[config.mk]
export PLATFORM = sky130hd
export DESIGN_NAME = timer16_capture_compare_ctrl
export DESIGN_NICKNAME = d
export VERILOG_FILES = /design/src/design/timer16_pkg.sv /design/src/design/timer16_capture_compare_ctrl.sv
export SDC_FILE = /design/constraint.sdc
export NUM_CORES = 1
export LEC_CHECK = 0
export BUFFER_PORTS_ARGS = -buffer_cell sky130_fd_sc_hd__buf_2
export CAP_MARGIN = 0
export CORE_MARGIN = 4
export CORE_UTILIZATION = 35
export CTS_CLUSTER_DIAMETER = 100
export CTS_CLUSTER_SIZE = 12
export DETAILED_ROUTE_END_ITERATION = 6
export PLACE_DENSITY = 0.63
export SYNTH_ARGS = -nofsm -noshare
export SYNTH_HDL_FRONTEND = slang
export SYNTH_SLANG_ARGS = --single-unit
[constraint.sdc]
create_clock -name clk -period 5.95 [get_ports clk]
set_input_delay 0.595 -clock clk [delete_from_list [all_inputs] [get_ports clk]]
set_output_delay 0.595 -clock clk [all_outputs]
set_load 0.01 [all_outputs]
[src/design/timer16_pkg.sv]
// Shared constants and bus carrier types for the 16-bit timer control slice.
package timer16_pkg;
	// ==========================================================
	// Register word indices (byte address is four times the index)
	localparam logic [7:0] IDX_FLAGS = 8'h36;
	localparam logic [7:0] IDX_INT_EN = 8'h6f;
	localparam logic [7:0] IDX_CTRL_A = 8'h80;
	localparam logic [7:0] IDX_CTRL_B = 8'h81;
	localparam logic [7:0] IDX_FORCE = 8'h82;
	localparam logic [7:0] IDX_CNT_L = 8'h84;
	localparam logic [7:0] IDX_CNT_H = 8'h85;
	localparam logic [7:0] IDX_CAP_L = 8'h86;
	localparam logic [7:0] IDX_CAP_H = 8'h87;
	localparam logic [7:0] IDX_CMPA_L = 8'h88;
	localparam logic [7:0] IDX_CMPA_H = 8'h89;
	localparam logic [7:0] IDX_CMPB_L = 8'h8a;
	localparam logic [7:0] IDX_CMPB_H = 8'h8b;
	localparam logic [7:0] IDX_CMPC_L = 8'h8c;
	localparam logic [7:0] IDX_CMPC_H = 8'h8d;
	// ==========================================================
	// Field positions, masks and reset values
	localparam logic [7:0] BYTE_RESET = 8'h00;
	localparam int FILTER_EN_POS = 7;
	localparam int EDGE_SEL_POS = 6;
	localparam logic [7:0] CTRL_B_WMASK = 8'hdf;
	localparam logic [7:0] FLAG_MASK = 8'h2f;
	localparam int FLAG_CAP = 5;
	localparam int FLAG_OVF = 0;
	localparam int FLAG_CMP_BASE = 1;
	localparam int FORCE_TOP_POS = 7;
	localparam int FILTER_LEN = 4;
	// ==========================================================
	// Clock select codes and count ceilings
	localparam logic [2:0] CS_STOP = 3'h0;
	localparam logic [2:0] CS_DIV1 = 3'h1;
	localparam logic [2:0] CS_DIV8 = 3'h2;
	localparam logic [2:0] CS_DIV64 = 3'h3;
	localparam logic [2:0] CS_DIV256 = 3'h4;
	localparam logic [2:0] CS_DIV1024 = 3'h5;
	localparam logic [2:0] CS_EXT_FALL = 3'h6;
	localparam logic [2:0] CS_EXT_RISE = 3'h7;
	localparam logic [15:0] TOP_8 = 16'h00ff;
	localparam logic [15:0] TOP_9 = 16'h01ff;
	localparam logic [15:0] TOP_10 = 16'h03ff;
	localparam logic [15:0] TOP_MAX = 16'hffff;
	// ==========================================================
	// APB carriers
	typedef struct packed {
		logic psel;
		logic penable;
		logic pwrite;
		logic [11:0] paddr;
		logic [31:0] pwdata;
	} apb_req_t;
	typedef struct packed {
		logic [31:0] prdata;
		logic pready;
		logic pslverr;
	} apb_rsp_t;
endpackage : timer16_pkg

[src/design/timer16_capture_compare_ctrl.sv]
// 16-bit timer/counter with capture, compare, waveform modes and an APB register file.
//
// Local design decision: the APB interface to the registers.
`timescale 1ns/100ps
module timer16_capture_compare_ctrl (
	input wire logic clk,
	input wire logic rst,
	input wire timer16_pkg::apb_req_t apbReq,
	output timer16_pkg::apb_rsp_t apbRsp,
	input wire logic capture_input_pin,
	input wire logic ext_count_pin,
	input wire logic globalIntEn,
	output logic compare_output_a,
	output logic compare_output_b,
	output logic compare_output_c,
	output logic [2:0] compareOutEn,
	output logic intRequest
);
	// ==========================================================
	// Helper functions
	function automatic logic prescTick(input logic [2:0] sel, input logic [9:0] p,
		input logic prevPin, input logic nowPin);
		case (sel)
			timer16_pkg::CS_DIV1: prescTick = 1'b1;
			timer16_pkg::CS_DIV8: prescTick = &p[2:0];
			timer16_pkg::CS_DIV64: prescTick = &p[5:0];
			timer16_pkg::CS_DIV256: prescTick = &p[7:0];
			timer16_pkg::CS_DIV1024: prescTick = &p;
			timer16_pkg::CS_EXT_FALL: prescTick = prevPin & ~nowPin;
			timer16_pkg::CS_EXT_RISE: prescTick = ~prevPin & nowPin;
			default: prescTick = 1'b0;
		endcase
	endfunction : prescTick

	function automatic logic [15:0] topOf(input logic [3:0] m, input logic [15:0] ocra,
		input logic [15:0] icr);
		case (m)
			4'h1, 4'h5: topOf = timer16_pkg::TOP_8;
			4'h2, 4'h6: topOf = timer16_pkg::TOP_9;
			4'h3, 4'h7: topOf = timer16_pkg::TOP_10;
			4'h4, 4'h9, 4'hb, 4'hc, 4'hf: topOf = ocra;
			4'h8, 4'ha, 4'he: topOf = icr;
			default: topOf = timer16_pkg::TOP_MAX;
		endcase
	endfunction : topOf

	function automatic logic applyCom(input logic [1:0] com, input logic cur);
		case (com)
			2'h1: applyCom = ~cur;
			2'h2: applyCom = 1'b0;
			2'h3: applyCom = 1'b1;
			default: applyCom = cur;
		endcase
	endfunction : applyCom

	function automatic logic pwmLevel(input logic [1:0] com, input logic cur, input logic lvl);
		pwmLevel = com[1] ? (com[0] ? ~lvl : lvl) : cur;
	endfunction : pwmLevel

	// ==========================================================
	// State
	logic [7:0] ctrlA;
	logic [7:0] ctrlB;
	logic [7:0] intEn;
	logic [7:0] flags;
	logic [7:0] temp;
	logic [7:0] snapHigh;
	logic [15:0] counter;
	logic [15:0] capValue;
	logic [15:0] cmpVal [3];
	logic [9:0] presc;
	logic extPrev;
	logic capPrev;
	logic [3:0] capHist;
	logic capFilt;
	logic blockMatch;
	logic countUp;
	logic [2:0] waveLevel;
	logic [15:0] next_counter;
	logic next_countUp;
	logic [2:0] next_wave;

	// ==========================================================
	// APB decode
	wire setupPhase = apbReq.psel & ~apbReq.penable;
	wire accessEdge = apbReq.psel & apbReq.penable & apbRsp.pready;
	wire [7:0] idx = apbReq.paddr[9:2];
	wire [7:0] wbyte = apbReq.pwdata[7:0];
	wire idxKnown = (idx == timer16_pkg::IDX_FLAGS) || (idx == timer16_pkg::IDX_INT_EN) ||
		(idx >= timer16_pkg::IDX_CTRL_A && idx <= timer16_pkg::IDX_FORCE) ||
		(idx >= timer16_pkg::IDX_CNT_L && idx <= timer16_pkg::IDX_CMPC_H);
	wire mapped = idxKnown && (apbReq.paddr[11:10] == 2'h0) && (apbReq.paddr[1:0] == 2'h0);
	wire wrEn = accessEdge & apbReq.pwrite & mapped;
	wire rdEn = accessEdge & ~apbReq.pwrite & mapped;
	wire wrCtrlA = wrEn && idx == timer16_pkg::IDX_CTRL_A;
	wire wrCtrlB = wrEn && idx == timer16_pkg::IDX_CTRL_B;
	wire wrForce = wrEn && idx == timer16_pkg::IDX_FORCE;
	wire wrFlags = wrEn && idx == timer16_pkg::IDX_FLAGS;
	wire wrIntEn = wrEn && idx == timer16_pkg::IDX_INT_EN;
	wire wrCntL = wrEn && idx == timer16_pkg::IDX_CNT_L;
	wire wrCapL = wrEn && idx == timer16_pkg::IDX_CAP_L;
	wire wrCmpAL = wrEn && idx == timer16_pkg::IDX_CMPA_L;
	wire wrCmpBL = wrEn && idx == timer16_pkg::IDX_CMPB_L;
	wire wrCmpCL = wrEn && idx == timer16_pkg::IDX_CMPC_L;
	// Every high-byte write lands in the one shared latch.
	wire wrHigh = wrEn && (idx == timer16_pkg::IDX_CNT_H || idx == timer16_pkg::IDX_CAP_H ||
		idx == timer16_pkg::IDX_CMPA_H || idx == timer16_pkg::IDX_CMPB_H ||
		idx == timer16_pkg::IDX_CMPC_H);
	wire rdLatchLow = rdEn && (idx == timer16_pkg::IDX_CNT_L || idx == timer16_pkg::IDX_CAP_L);

	// ==========================================================
	// Read selection
	wire [7:0] readByte =
		(idx == timer16_pkg::IDX_FLAGS) ? flags :
		(idx == timer16_pkg::IDX_INT_EN) ? intEn :
		(idx == timer16_pkg::IDX_CTRL_A) ? ctrlA :
		(idx == timer16_pkg::IDX_CTRL_B) ? (ctrlB & timer16_pkg::CTRL_B_WMASK) :
		(idx == timer16_pkg::IDX_CNT_L) ? counter[7:0] :
		(idx == timer16_pkg::IDX_CNT_H) ? temp :
		(idx == timer16_pkg::IDX_CAP_L) ? capValue[7:0] :
		(idx == timer16_pkg::IDX_CAP_H) ? temp :
		(idx == timer16_pkg::IDX_CMPA_L) ? cmpVal[0][7:0] :
		(idx == timer16_pkg::IDX_CMPA_H) ? cmpVal[0][15:8] :
		(idx == timer16_pkg::IDX_CMPB_L) ? cmpVal[1][7:0] :
		(idx == timer16_pkg::IDX_CMPB_H) ? cmpVal[1][15:8] :
		(idx == timer16_pkg::IDX_CMPC_L) ? cmpVal[2][7:0] :
		(idx == timer16_pkg::IDX_CMPC_H) ? cmpVal[2][15:8] :
		timer16_pkg::BYTE_RESET;
	wire [7:0] highOfLow = (idx == timer16_pkg::IDX_CAP_L) ? capValue[15:8] : counter[15:8];

	// ==========================================================
	// Mode and clock decode
	wire [3:0] mode = {ctrlB[4:3], ctrlA[1:0]};
	wire [2:0] clkSel = ctrlB[2:0];
	wire pwmMode = !(mode == 4'h0 || mode == 4'h4 || mode == 4'hc || mode == 4'hd);
	wire phaseMode = (mode >= 4'h1 && mode <= 4'h3) || (mode >= 4'h8 && mode <= 4'hb);
	wire capDisabled = (mode == 4'h8) || (mode == 4'ha) || (mode == 4'he);
	wire [15:0] top = topOf(mode, cmpVal[0], capValue);
	// The pin is read as an input whatever drives it, so software may clock the count.
	wire tick = prescTick(clkSel, presc, extPrev, ext_count_pin);

	// ==========================================================
	// Input capture
	wire filterOn = ctrlB[timer16_pkg::FILTER_EN_POS];
	wire edgeLevel = ctrlB[timer16_pkg::EDGE_SEL_POS];
	wire rawEdge = ctrlB[timer16_pkg::EDGE_SEL_POS] ?
		(capture_input_pin & ~capPrev) : (~capture_input_pin & capPrev);
	wire filtRise = (capHist == 4'hf) & ~capFilt;
	wire filtFall = (capHist == 4'h0) & capFilt;
	wire filtEdge = ctrlB[timer16_pkg::EDGE_SEL_POS] ? filtRise : filtFall;
	wire capEvent = ~capDisabled &
		(ctrlB[timer16_pkg::FILTER_EN_POS] ? filtEdge : rawEdge);

	// ==========================================================
	// Counter
	always_comb begin
		next_counter = counter;
		next_countUp = countUp;
		if (wrCntL) begin
			next_counter = {temp, wbyte};
		end else if (tick) begin
			if (phaseMode) begin
				if (countUp && counter >= top) begin
					next_countUp = 1'b0;
					next_counter = counter - 16'h0001;
				end else if (!countUp && counter == 16'h0000) begin
					next_countUp = 1'b1;
					next_counter = 16'h0001;
				end else begin
					next_counter = countUp ? counter + 16'h0001 : counter - 16'h0001;
				end
			end else if (counter == top) begin
				next_counter = 16'h0000;
			end else begin
				next_counter = counter + 16'h0001;
			end
		end
	end

	wire overflow = tick & ~wrCntL & (phaseMode ? (~countUp & counter == 16'h0000) :
		(counter == (pwmMode ? top : timer16_pkg::TOP_MAX)));
	wire wrapHit = tick & pwmMode & ~phaseMode & (counter == top);

	// ==========================================================
	// Compare channels
	wire [2:0] cmpHit;
	wire [2:0] forceHit;
	genvar ch;
	for (ch = 0; ch < 3; ch++) begin : g_chan
		wire [1:0] com = ctrlA[7 - 2 * ch -: 2];
		assign cmpHit[ch] = tick & ~blockMatch & ~wrCntL & (counter == cmpVal[ch]);
		assign forceHit[ch] = wrForce & wbyte[timer16_pkg::FORCE_TOP_POS - ch] & ~pwmMode;
		assign next_wave[ch] =
			!pwmMode ? ((cmpHit[ch] | forceHit[ch]) ? applyCom(com, waveLevel[ch]) :
				waveLevel[ch]) :
			phaseMode ? (cmpHit[ch] ? pwmLevel(com, waveLevel[ch], ~countUp) : waveLevel[ch]) :
			cmpHit[ch] ? pwmLevel(com, waveLevel[ch], 1'b0) :
			wrapHit ? pwmLevel(com, waveLevel[ch], 1'b1) : waveLevel[ch];
	end

	// Forced strobes are absent from the flag set terms, so they raise nothing.
	wire [7:0] flagSet = ({7'h00, capEvent} << timer16_pkg::FLAG_CAP) |
		({5'h00, cmpHit} << timer16_pkg::FLAG_CMP_BASE) |
		({7'h00, overflow} << timer16_pkg::FLAG_OVF);
	wire [7:0] flagClr = wrFlags ? (wbyte & timer16_pkg::FLAG_MASK) : timer16_pkg::BYTE_RESET;

	// ==========================================================
	// Registers
	always_ff @(posedge clk or posedge rst) begin
		if (rst) begin
			ctrlA <= timer16_pkg::BYTE_RESET;
			ctrlB <= timer16_pkg::BYTE_RESET;
			intEn <= timer16_pkg::BYTE_RESET;
			temp <= timer16_pkg::BYTE_RESET;
		end else begin
			if (wrCtrlA) ctrlA <= wbyte;
			if (wrCtrlB) ctrlB <= wbyte & timer16_pkg::CTRL_B_WMASK;
			if (wrIntEn) intEn <= wbyte & timer16_pkg::FLAG_MASK;
			if (wrHigh) temp <= wbyte;
			else if (rdLatchLow) temp <= snapHigh;
		end
	end

	always_ff @(posedge clk or posedge rst) begin
		if (rst) begin
			cmpVal[0] <= 16'h0000;
			cmpVal[1] <= 16'h0000;
			cmpVal[2] <= 16'h0000;
			capValue <= 16'h0000;
		end else begin
			if (wrCmpAL) cmpVal[0] <= {temp, wbyte};
			if (wrCmpBL) cmpVal[1] <= {temp, wbyte};
			if (wrCmpCL) cmpVal[2] <= {temp, wbyte};
			if (wrCapL) capValue <= {temp, wbyte};
			else if (capEvent) capValue <= counter;
		end
	end

	always_ff @(posedge clk or posedge rst) begin
		if (rst) begin
			counter <= 16'h0000;
			countUp <= 1'b1;
			presc <= 10'h000;
			extPrev <= 1'b0;
			blockMatch <= 1'b0;
			waveLevel <= 3'h0;
		end else begin
			counter <= next_counter;
			countUp <= next_countUp;
			presc <= presc + 10'h001;
			extPrev <= ext_count_pin;
			blockMatch <= wrCntL | (blockMatch & ~tick);
			waveLevel <= next_wave;
		end
	end

	always_ff @(posedge clk or posedge rst) begin
		if (rst) begin
			capPrev <= 1'b0;
			capHist <= 4'h0;
			capFilt <= 1'b0;
			flags <= timer16_pkg::BYTE_RESET;
			intRequest <= 1'b0;
			compareOutEn <= 3'h0;
		end else begin
			capPrev <= capture_input_pin;
			capHist <= {capHist[2:0], capture_input_pin};
			if (filtRise | filtFall) capFilt <= capHist[3];
			flags <= (flags & ~flagClr) | flagSet;
			intRequest <= globalIntEn & |(flags & intEn);
			compareOutEn <= {|ctrlA[3:2], |ctrlA[5:4], |ctrlA[7:6]};
		end
	end

	// Read data is sampled in the setup cycle so the answer comes with zero wait states.
	always_ff @(posedge clk or posedge rst) begin
		if (rst) begin
			apbRsp <= '0;
			snapHigh <= timer16_pkg::BYTE_RESET;
		end else begin
			apbRsp.pready <= setupPhase;
			apbRsp.pslverr <= setupPhase & ~mapped;
			if (setupPhase) apbRsp.prdata <= {24'h000000, readByte};
			if (setupPhase) snapHigh <= highOfLow;
		end
	end

	assign compare_output_a = waveLevel[0];
	assign compare_output_b = waveLevel[1];
	assign compare_output_c = waveLevel[2];

	// ==========================================================
	// Checks
	a_force_reads_zero: assert property (@(posedge clk) disable iff (rst)
		(rdEn && idx == timer16_pkg::IDX_FORCE) |-> apbRsp.prdata == 32'h0)
		else $error("force register read nonzero");
	a_reserved_bit_zero: assert property (@(posedge clk) disable iff (rst)
		wrCtrlB |=> ctrlB[5] == 1'b0)
		else $error("reserved control bit set");
	a_filter_delay: assert property (@(posedge clk) disable iff (rst)
		(capEvent && filterOn) |->
		($past(capture_input_pin, timer16_pkg::FILTER_LEN) == edgeLevel &&
		$past(capture_input_pin, 1) == edgeLevel && capFilt != edgeLevel))
		else $error("filtered capture too early");
	a_capture_copy: assert property (@(posedge clk) disable iff (rst)
		(capEvent && !wrCapL) |=> capValue == $past(counter))
		else $error("capture did not copy counter");
	a_capture_off: assert property (@(posedge clk) disable iff (rst)
		(capDisabled && !wrCapL) |=> capValue == $past(capValue))
		else $error("capture changed while ceiling source");
	a_stopped_count: assert property (@(posedge clk) disable iff (rst)
		(clkSel == timer16_pkg::CS_STOP && !wrCntL) |=> counter == $past(counter))
		else $error("stopped counter moved");
	a_div8_tick: assert property (@(posedge clk) disable iff (rst)
		(clkSel == timer16_pkg::CS_DIV8 && tick) |-> presc[2:0] == 3'h7)
		else $error("divide by eight tick misplaced");
	a_ext_fall: assert property (@(posedge clk) disable iff (rst)
		(clkSel == timer16_pkg::CS_EXT_FALL && tick) |-> (extPrev && !ext_count_pin))
		else $error("external tick without falling edge");
	a_write_blocks: assert property (@(posedge clk) disable iff (rst)
		(blockMatch && tick) |-> cmpHit == 3'h0)
		else $error("match after counter write not blocked");
	a_force_no_flag: assert property (@(posedge clk) disable iff (rst)
		(forceHit != 3'h0 && !tick && !wrCntL) |=> counter == $past(counter) &&
		(flags[3:1] & ~$past(flags[3:1])) == 3'h0)
		else $error("force strobe set flag or moved counter");
	a_pwm_no_force: assert property (@(posedge clk) disable iff (rst)
		(pwmMode && wrForce && !tick) |=> waveLevel == $past(waveLevel))
		else $error("force acted in PWM mode");
	a_force_toggle: assert property (@(posedge clk) disable iff (rst)
		(forceHit[0] && ctrlA[7:6] == 2'h1 && !cmpHit[0]) |=> waveLevel[0] != $past(waveLevel[0]))
		else $error("forced toggle missing");
	a_flag_sticky: assert property (@(posedge clk) disable iff (rst)
		capEvent |=> flags[timer16_pkg::FLAG_CAP])
		else $error("capture flag not set");
	a_int_gate: assert property (@(posedge clk) disable iff (rst)
		!globalIntEn |=> !intRequest)
		else $error("interrupt without global enable");
	a_atomic_write: assert property (@(posedge clk) disable iff (rst)
		wrCntL |=> counter == {$past(temp), $past(wbyte)})
		else $error("counter write not atomic");
	// Match checks start from the counter and compare values, not from the hit term.
	a_compare_flag: assert property (@(posedge clk) disable iff (rst)
		(tick && !blockMatch && !wrCntL && counter == cmpVal[0]) |=>
		flags[timer16_pkg::FLAG_CMP_BASE])
		else $error("compare match flag missing");
	a_clear_wrap: assert property (@(posedge clk) disable iff (rst)
		(tick && !wrCntL && (mode == 4'h4 || mode == 4'hc) && counter == cmpVal[0]) |=>
		counter == 16'h0000)
		else $error("clear on match did not wrap");
	a_capture_edge: assert property (@(posedge clk) disable iff (rst)
		(capEvent && !filterOn) |->
		(capture_input_pin == edgeLevel && $past(capture_input_pin) != edgeLevel))
		else $error("capture on wrong edge");
	a_int_raise: assert property (@(posedge clk) disable iff (rst)
		(globalIntEn && (flags & intEn) != 8'h00) |=> intRequest)
		else $error("interrupt request missing");
endmodule : timer16_capture_compare_ctrl

# --- Word level (Yosys, flattened, before mapping) ---
# Index checks and enable logic that the tools add are counted.
totals:
  word_cells: 310
  memories: 0
  ff_bits: 160
  latch_bits: 0
  ramBits: 0
  mem_bits_ro: 0
  out_inout_bits: 41
op_classes:
  bitwise_logic: 62
  add_sub_neg: 3
  n_div: 0
  n_lt_le_gt_ge: 9
  multipliers: 0
  eq_ne: 70
  n_reduce_logical: 65
  n_mux: 75
  n_shift: 0
op_table:
  columns: ["op", "n"]
  rows:
  - ["2-to-1 mux 16 bit", 10]
  - ["2-to-1 mux 8 bit", 17]
  - ["equality test 8 bit (second input constant)", 13]
  - ["equality test 16 bit", 5]
  - ["one-hot mux 16 bit (5 select lines)", 1]
  - ["2-to-1 mux 1 bit", 42]
  - ["equality test 4 bit (second input constant)", 9]
  - ["AND 1 bit", 34]
  - ["!= test 3 x 2 -> 1 bit (second input constant)", 9]
  - ["AND reduction 7 bit", 3]
  - ["logical AND 1 bit", 20]
  - ["NOT 1 bit", 17]
  - ["adder 16 x 1 -> 16 bit (second input constant)", 1]
  - ["equality test 4 x 3 -> 1 bit (second input constant)", 4]
  - ["greater-or-equal comparator 16 bit", 1]
  - ["greater-or-equal comparator 8 bit (second input constant)", 2]
  - ["less-or-equal comparator 8 bit (second input constant)", 2]
  - ["logical NOT 16 bit", 1]
  - ["subtractor 16 x 1 -> 16 bit (second input constant)", 1]
  - ["logical OR 1 bit", 14]
  - ["equality test 2 bit (second input constant)", 6]
  - ["equality test 3 bit (second input constant)", 4]
  - ["!= test 4 x 1 -> 1 bit (second input constant)", 3]
  - ["OR reduction 2 bit", 6]
  - ["37 further kinds", 59]

# --- Longest topological paths before layout ---
logic_depth:
  depth_word: 15
  mapped_depth: 16
  mapped_depth_nobuf: 13

# --- Least setup slack after synthesis ---
# No wires, ideal clock.
synth_timing:
  path_type: "flip-flop to flip-flop"
  startpoint: "reg ctrlA[1]"
  endpoint: "reg counter[4]"
  t_required_ns: 5.812
  stages_incl_launch_ff: 17
  path_slack_ns: 2.169
  arrival_ns: 3.643
  path_buffers: 3
  period_less_slack_ns: 3.781
  setup_ns: 0.138
  cell_sequence: "dfrtp_1 -> clkbuf_1 -> buf_1 -> a21oi_1 -> a31oi_1 -> nand2_1 -> and2_1 -> ha_1 -> nand4_1 -> or4_1 -> o2111ai_1 -> nor2_1 -> a31oi_1 -> clkbuf_1 -> o21ai_0 -> a2111oi_0 -> a21oi_1"
synth_via:
  elab_chain_cells: 9
  elab_cells_between_ends: 35
synth_rtl:
  columns: ["element", "line", "source"]
  rows:
  - ["start: declaration", "timer16_capture_compare_ctrl.sv:62", "logic [7:0] ctrlA;"]
  - ["start signal: assignment", "timer16_capture_compare_ctrl.sv:211", "ctrlA <= timer16_pkg::BYTE_RESET;"]
  - ["start signal: assignment", "timer16_capture_compare_ctrl.sv:216", "if (wrCtrlA) ctrlA <= wbyte;"]
  - ["equality test 4 x 3 -> 1 bit (tied with other cells)", "timer16_capture_compare_ctrl.sv:37", "case (m)"]
  - ["OR reduction 5 bit (tied with other cells)", "timer16_capture_compare_ctrl.sv:37", null]
  - ["one-hot mux 16 bit (5 select lines)", "timer16_capture_compare_ctrl.sv:37", null]
  - ["greater-or-equal comparator 16 bit", "timer16_capture_compare_ctrl.sv:163", "if (countUp && counter >= top) begin"]
  - ["logical AND 1 bit", "timer16_capture_compare_ctrl.sv:163", null]
  - ["2-to-1 mux 16 bit", "timer16_capture_compare_ctrl.sv:163", null]
  - ["2-to-1 mux 16 bit (*)", "timer16_capture_compare_ctrl.sv:162", "if (phaseMode) begin"]
  - ["2-to-1 mux 16 bit (*)", "timer16_capture_compare_ctrl.sv:161", "end else if (tick) begin"]
  - ["2-to-1 mux 16 bit (*)", "timer16_capture_compare_ctrl.sv:159", "if (wrCntL) begin"]
  - ["end signal: assignment", "timer16_capture_compare_ctrl.sv:248", "counter <= next_counter;"]
  - ["end: declaration", "timer16_capture_compare_ctrl.sv:68", "logic [15:0] counter;"]
# Every way passes the cells marked *; elsewhere a longest branch is shown, timed or not. The select of a mux whose other input is x is not followed.
# A chain may end at the register's enable or synchronous reset.

# --- Worst setup path after layout ---
layout_timing:
  startpoint: "reg ctrlB[3]"
  endpoint: "reg counter[4]"
layout_via:
  elab_chain_cells: 9
  elab_cells_between_ends: 35
layout_rtl:
  columns: ["element", "line", "source"]
  rows:
  - ["start: declaration", "timer16_capture_compare_ctrl.sv:63", "logic [7:0] ctrlB;"]
  - ["start signal: assignment", "timer16_capture_compare_ctrl.sv:212", "ctrlB <= timer16_pkg::BYTE_RESET;"]
  - ["start signal: assignment", "timer16_capture_compare_ctrl.sv:217", "if (wrCtrlB) ctrlB <= wbyte & timer16_pkg::CTRL_B_WMASK;"]
  - ["equality test 4 x 3 -> 1 bit (tied with other cells)", "timer16_capture_compare_ctrl.sv:37", null]
  - ["OR reduction 5 bit (tied with other cells)", "timer16_capture_compare_ctrl.sv:37", null]
  - ["one-hot mux 16 bit (5 select lines)", "timer16_capture_compare_ctrl.sv:37", null]
  - ["greater-or-equal comparator 16 bit", "timer16_capture_compare_ctrl.sv:163", null]
  - ["logical AND 1 bit", "timer16_capture_compare_ctrl.sv:163", null]
  - ["2-to-1 mux 16 bit", "timer16_capture_compare_ctrl.sv:163", null]
  - ["2-to-1 mux 16 bit (*)", "timer16_capture_compare_ctrl.sv:162", null]
  - ["2-to-1 mux 16 bit (*)", "timer16_capture_compare_ctrl.sv:161", null]
  - ["2-to-1 mux 16 bit (*)", "timer16_capture_compare_ctrl.sv:159", null]
# Marked as above.

==> results.ini <==
[pwr]
p_sw_uw=594.2
power_frac_clock=0.466
peakVddDrop_v=0.0001991
p_sw_frac=0.2507
power_density_nw_per_um2=199.8
p_comb_frac=0.073
intPower_uw=1776
leakagePower_uw=0.005019
power_frac_seq=0.460

[cells_and_area]
drive_gt1_frac=0.1581
nets=1304
synthToLayoutAreaGrowth_pct=10.13
fillers=2989
antenna_cells=0
final_common_cell=dfrtp_1
multi_input_area_sq_um=6287
final_cell_mix=dfrtp_1, nand2_1, o21ai_0
seq_area_sq_um=3905

[timing]
drv_slew=0
tightest_slew_ps=1202
finalSetupTns_ps=0
slew-limit-headroom=0.1976
fmax_mhz=207.7
final_hold_viol_count=0
skew_ps=17.20
finalCritPeriodShare=0.8093
grt_setup_unrepaired=no
final-setup-viol-count=0
fin_ws_ps=1135
finalCriticalPeriod_ps=4815

[worst_setup_path]
cp_cell_sequence=buf_4, nand2b_1, nand3b_1, o22ai_1, inv_1, ha_1, nand4_1, or4_1, o2111ai_1, nor2_1, a31oi_1, buf_4, o21ai_0, a2111oi_0, a21oi_1
cp_common_cell=buf_4
crit_type=flop to flop
critPathLaunchType=flop
critPathSlowestCell=or4_1
cp.required_ps=6250
cp.buffers_inverters=3
crit_path_end_kind=flop
cp_max_fo=15
cp_top_family=simple AND/OR/NAND/NOR gates
cpPeakStageDelay_ps=600
worstPathArrival_ps=5120

[floorplan]
initial_utilization=0.3587
die_area_sq_um=33650
floorplan.core_area_sq_um=30030
die_height_um=183.4
die_w_um=183.4
rows=63
io_pins=93

[route]
drt.antenna.violating_nets=0
wire_per_inst_um=22.13
first_iter_violations=1306
via_per_inst=6.013
num_vias=9802
firstDrtPassIters=6
drcViolationCount=0
wl_um=36080

[global_routing]
grt-ovfl-total=0
grt_util_all_layers=0.2115
grt_pass1_vias=9219
grt_antenna_before_repair=0
grt_max_degree=74
grt_pass1_wl_um=55130

[clocking]
cts_buffers=17
clockRootBuffer=clkbuf_16
cts_resized=0
clock_sinks=156
clk_pin_slew_ps=70
cts_max_path_buffers=2
h-tree-depth=4
cts.hold.buffers_added=0
post-cts-setup-buffer-count=0
tritoncts=yes
clk_latency_ps=440

[synth]
synth_top_area_frac=0.3601
synth_area_leader_cell=dfrtp_1
ys_top_cells_by_area=dfrtp_1, mux2_2, nand2_1
syn_avg_cell_area_sq_um=8.815
synthArstFlopShare=1.000
synth_seq_area_share=0.3625
syn_area_sq_um=10770
ys_ff_latch=156
synth-edff-count=0
ys_types=80
synth_flop_cell=dfrtp_1
yosysWarnings=0
synthCells=1222

[placed_design]
place_ws_ps=1260
hpwl_um=25870
globalplace.congestion=0.9627
numPortBuffers=44

[status]
status=finished, final reports clean

[job]
cap_viol_max_count=0

[worst_hold_path]
hp-class=primary input to async pin

-- flip-flops by register name (all words and copies together), names as in the netlist, 3 cells and up --
signal and flops:
apbRsp 10, intEn 5, capHist 4, cmpVal 48, presc 10, ctrlA 8, compareOutEn 3, ctrlB 7
snapHigh 8, counter 16, temp 8, waveLevel 3, flags 5, capValue 16
-- through the flow --
stage	util	area, sq um	cells	hold slack [ps]	power [uW]
3_3_place_gp	0.3755	11280	1599	376.9	1280
2_1_floorplan	-	10860	1245	366.8	1229
4_1_cts	0.3950	11860	1630	176.0	2382
6_report	0.3950	11860	1630	169.4	2370
3_5_place_dp	0.3755	11280	1599	382.0	1281
5_1_grt	0.3950	11860	1630	205.5	2451
-- cells by family (layout without fill, tap and decap cells) --
group | Yosys count | after routing | synth area share
compound gates | 318 | 318 | 0.1984
xor+xnor | 60 | 60 | 0.04879
fa+ha+maj | 24 | 24 | 0.02788
buf+inv | 148 | 143 | 0.06261
flops | 156 | 156 | 0.3625
mux | 101 | 101 | 0.1035
other cells | 1 | 24 | 0.0003481
simple gates | 414 | 414 | 0.1960
-- layer usage --
metal	vias to the layer above	share of wire	GRT usage
met3	77	0.081	0.04531
met5	-	0	0
met1	4809	0.45	0.3028
met2	452	0.44	0.3225
li1	4464	-	-
met4	0	0.028	0.06228
-- Yosys cell counts (9+ instances only) --
cell      count
a221oi_1      9
dfrtp_1     155
nand2_1     140
nand4_1      21
a21oi_1      58
buf_4        25
o22a_1        9
clkbuf_1     65
ha_1         24
a211oi_1     14
buf_1        11
o31ai_1      10
a22oi_1      13
and3_1       11
o21ai_0      88
inv_1        36
nor2_1       74
nand3_1      27
o22ai_1      15
nor2b_1      17
nand2b_1     13
nor3_1       23
or3_1         9
mux2i_1      36
o221ai_1      9
mux2_2       59
nor4_1       28
a31oi_1      16
xor2_1       54
-- power groups by stage --
stage          clock (uW)  combinational (uW)  sequential, uW
3_5_place_dp            0                 172            1110
4_1_cts              1120                 172            1090
5_1_grt              1170                 192            1090
2_1_floorplan           0                 121            1110
6_report             1100                 174            1090
3_3_place_gp            0                 170            1110
-- layout make-up --
cell class                 instances  area share
tap                              390     0.04113
clock buffer                      21     0.03966
clock inverter                    10    0.009704
inverter                          37     0.01213
sequential                       156      0.3292
multi-input combinational        941      0.5300
timing repair buffer              75     0.03818
-- path summary, 6_finish.rpt --
path                               startpoint         end  slack [ps]  depth (start not counted)
worst max-delay path                 ctrlB[3]  counter[4]        1130                         15
worst min-delay path                      rst   apbRsp[0]         170                          2
worst max register to register       ctrlB[3]  counter[4]        1130                         15
worst min register to register     capHist[1]  capHist[2]         390                          0
max in group asynchronous                 rst  cmpVal[41]        4510                          3
min in group clk                ext_count_pin     extPrev         290                          1
(Power assumes the default switching activity.)
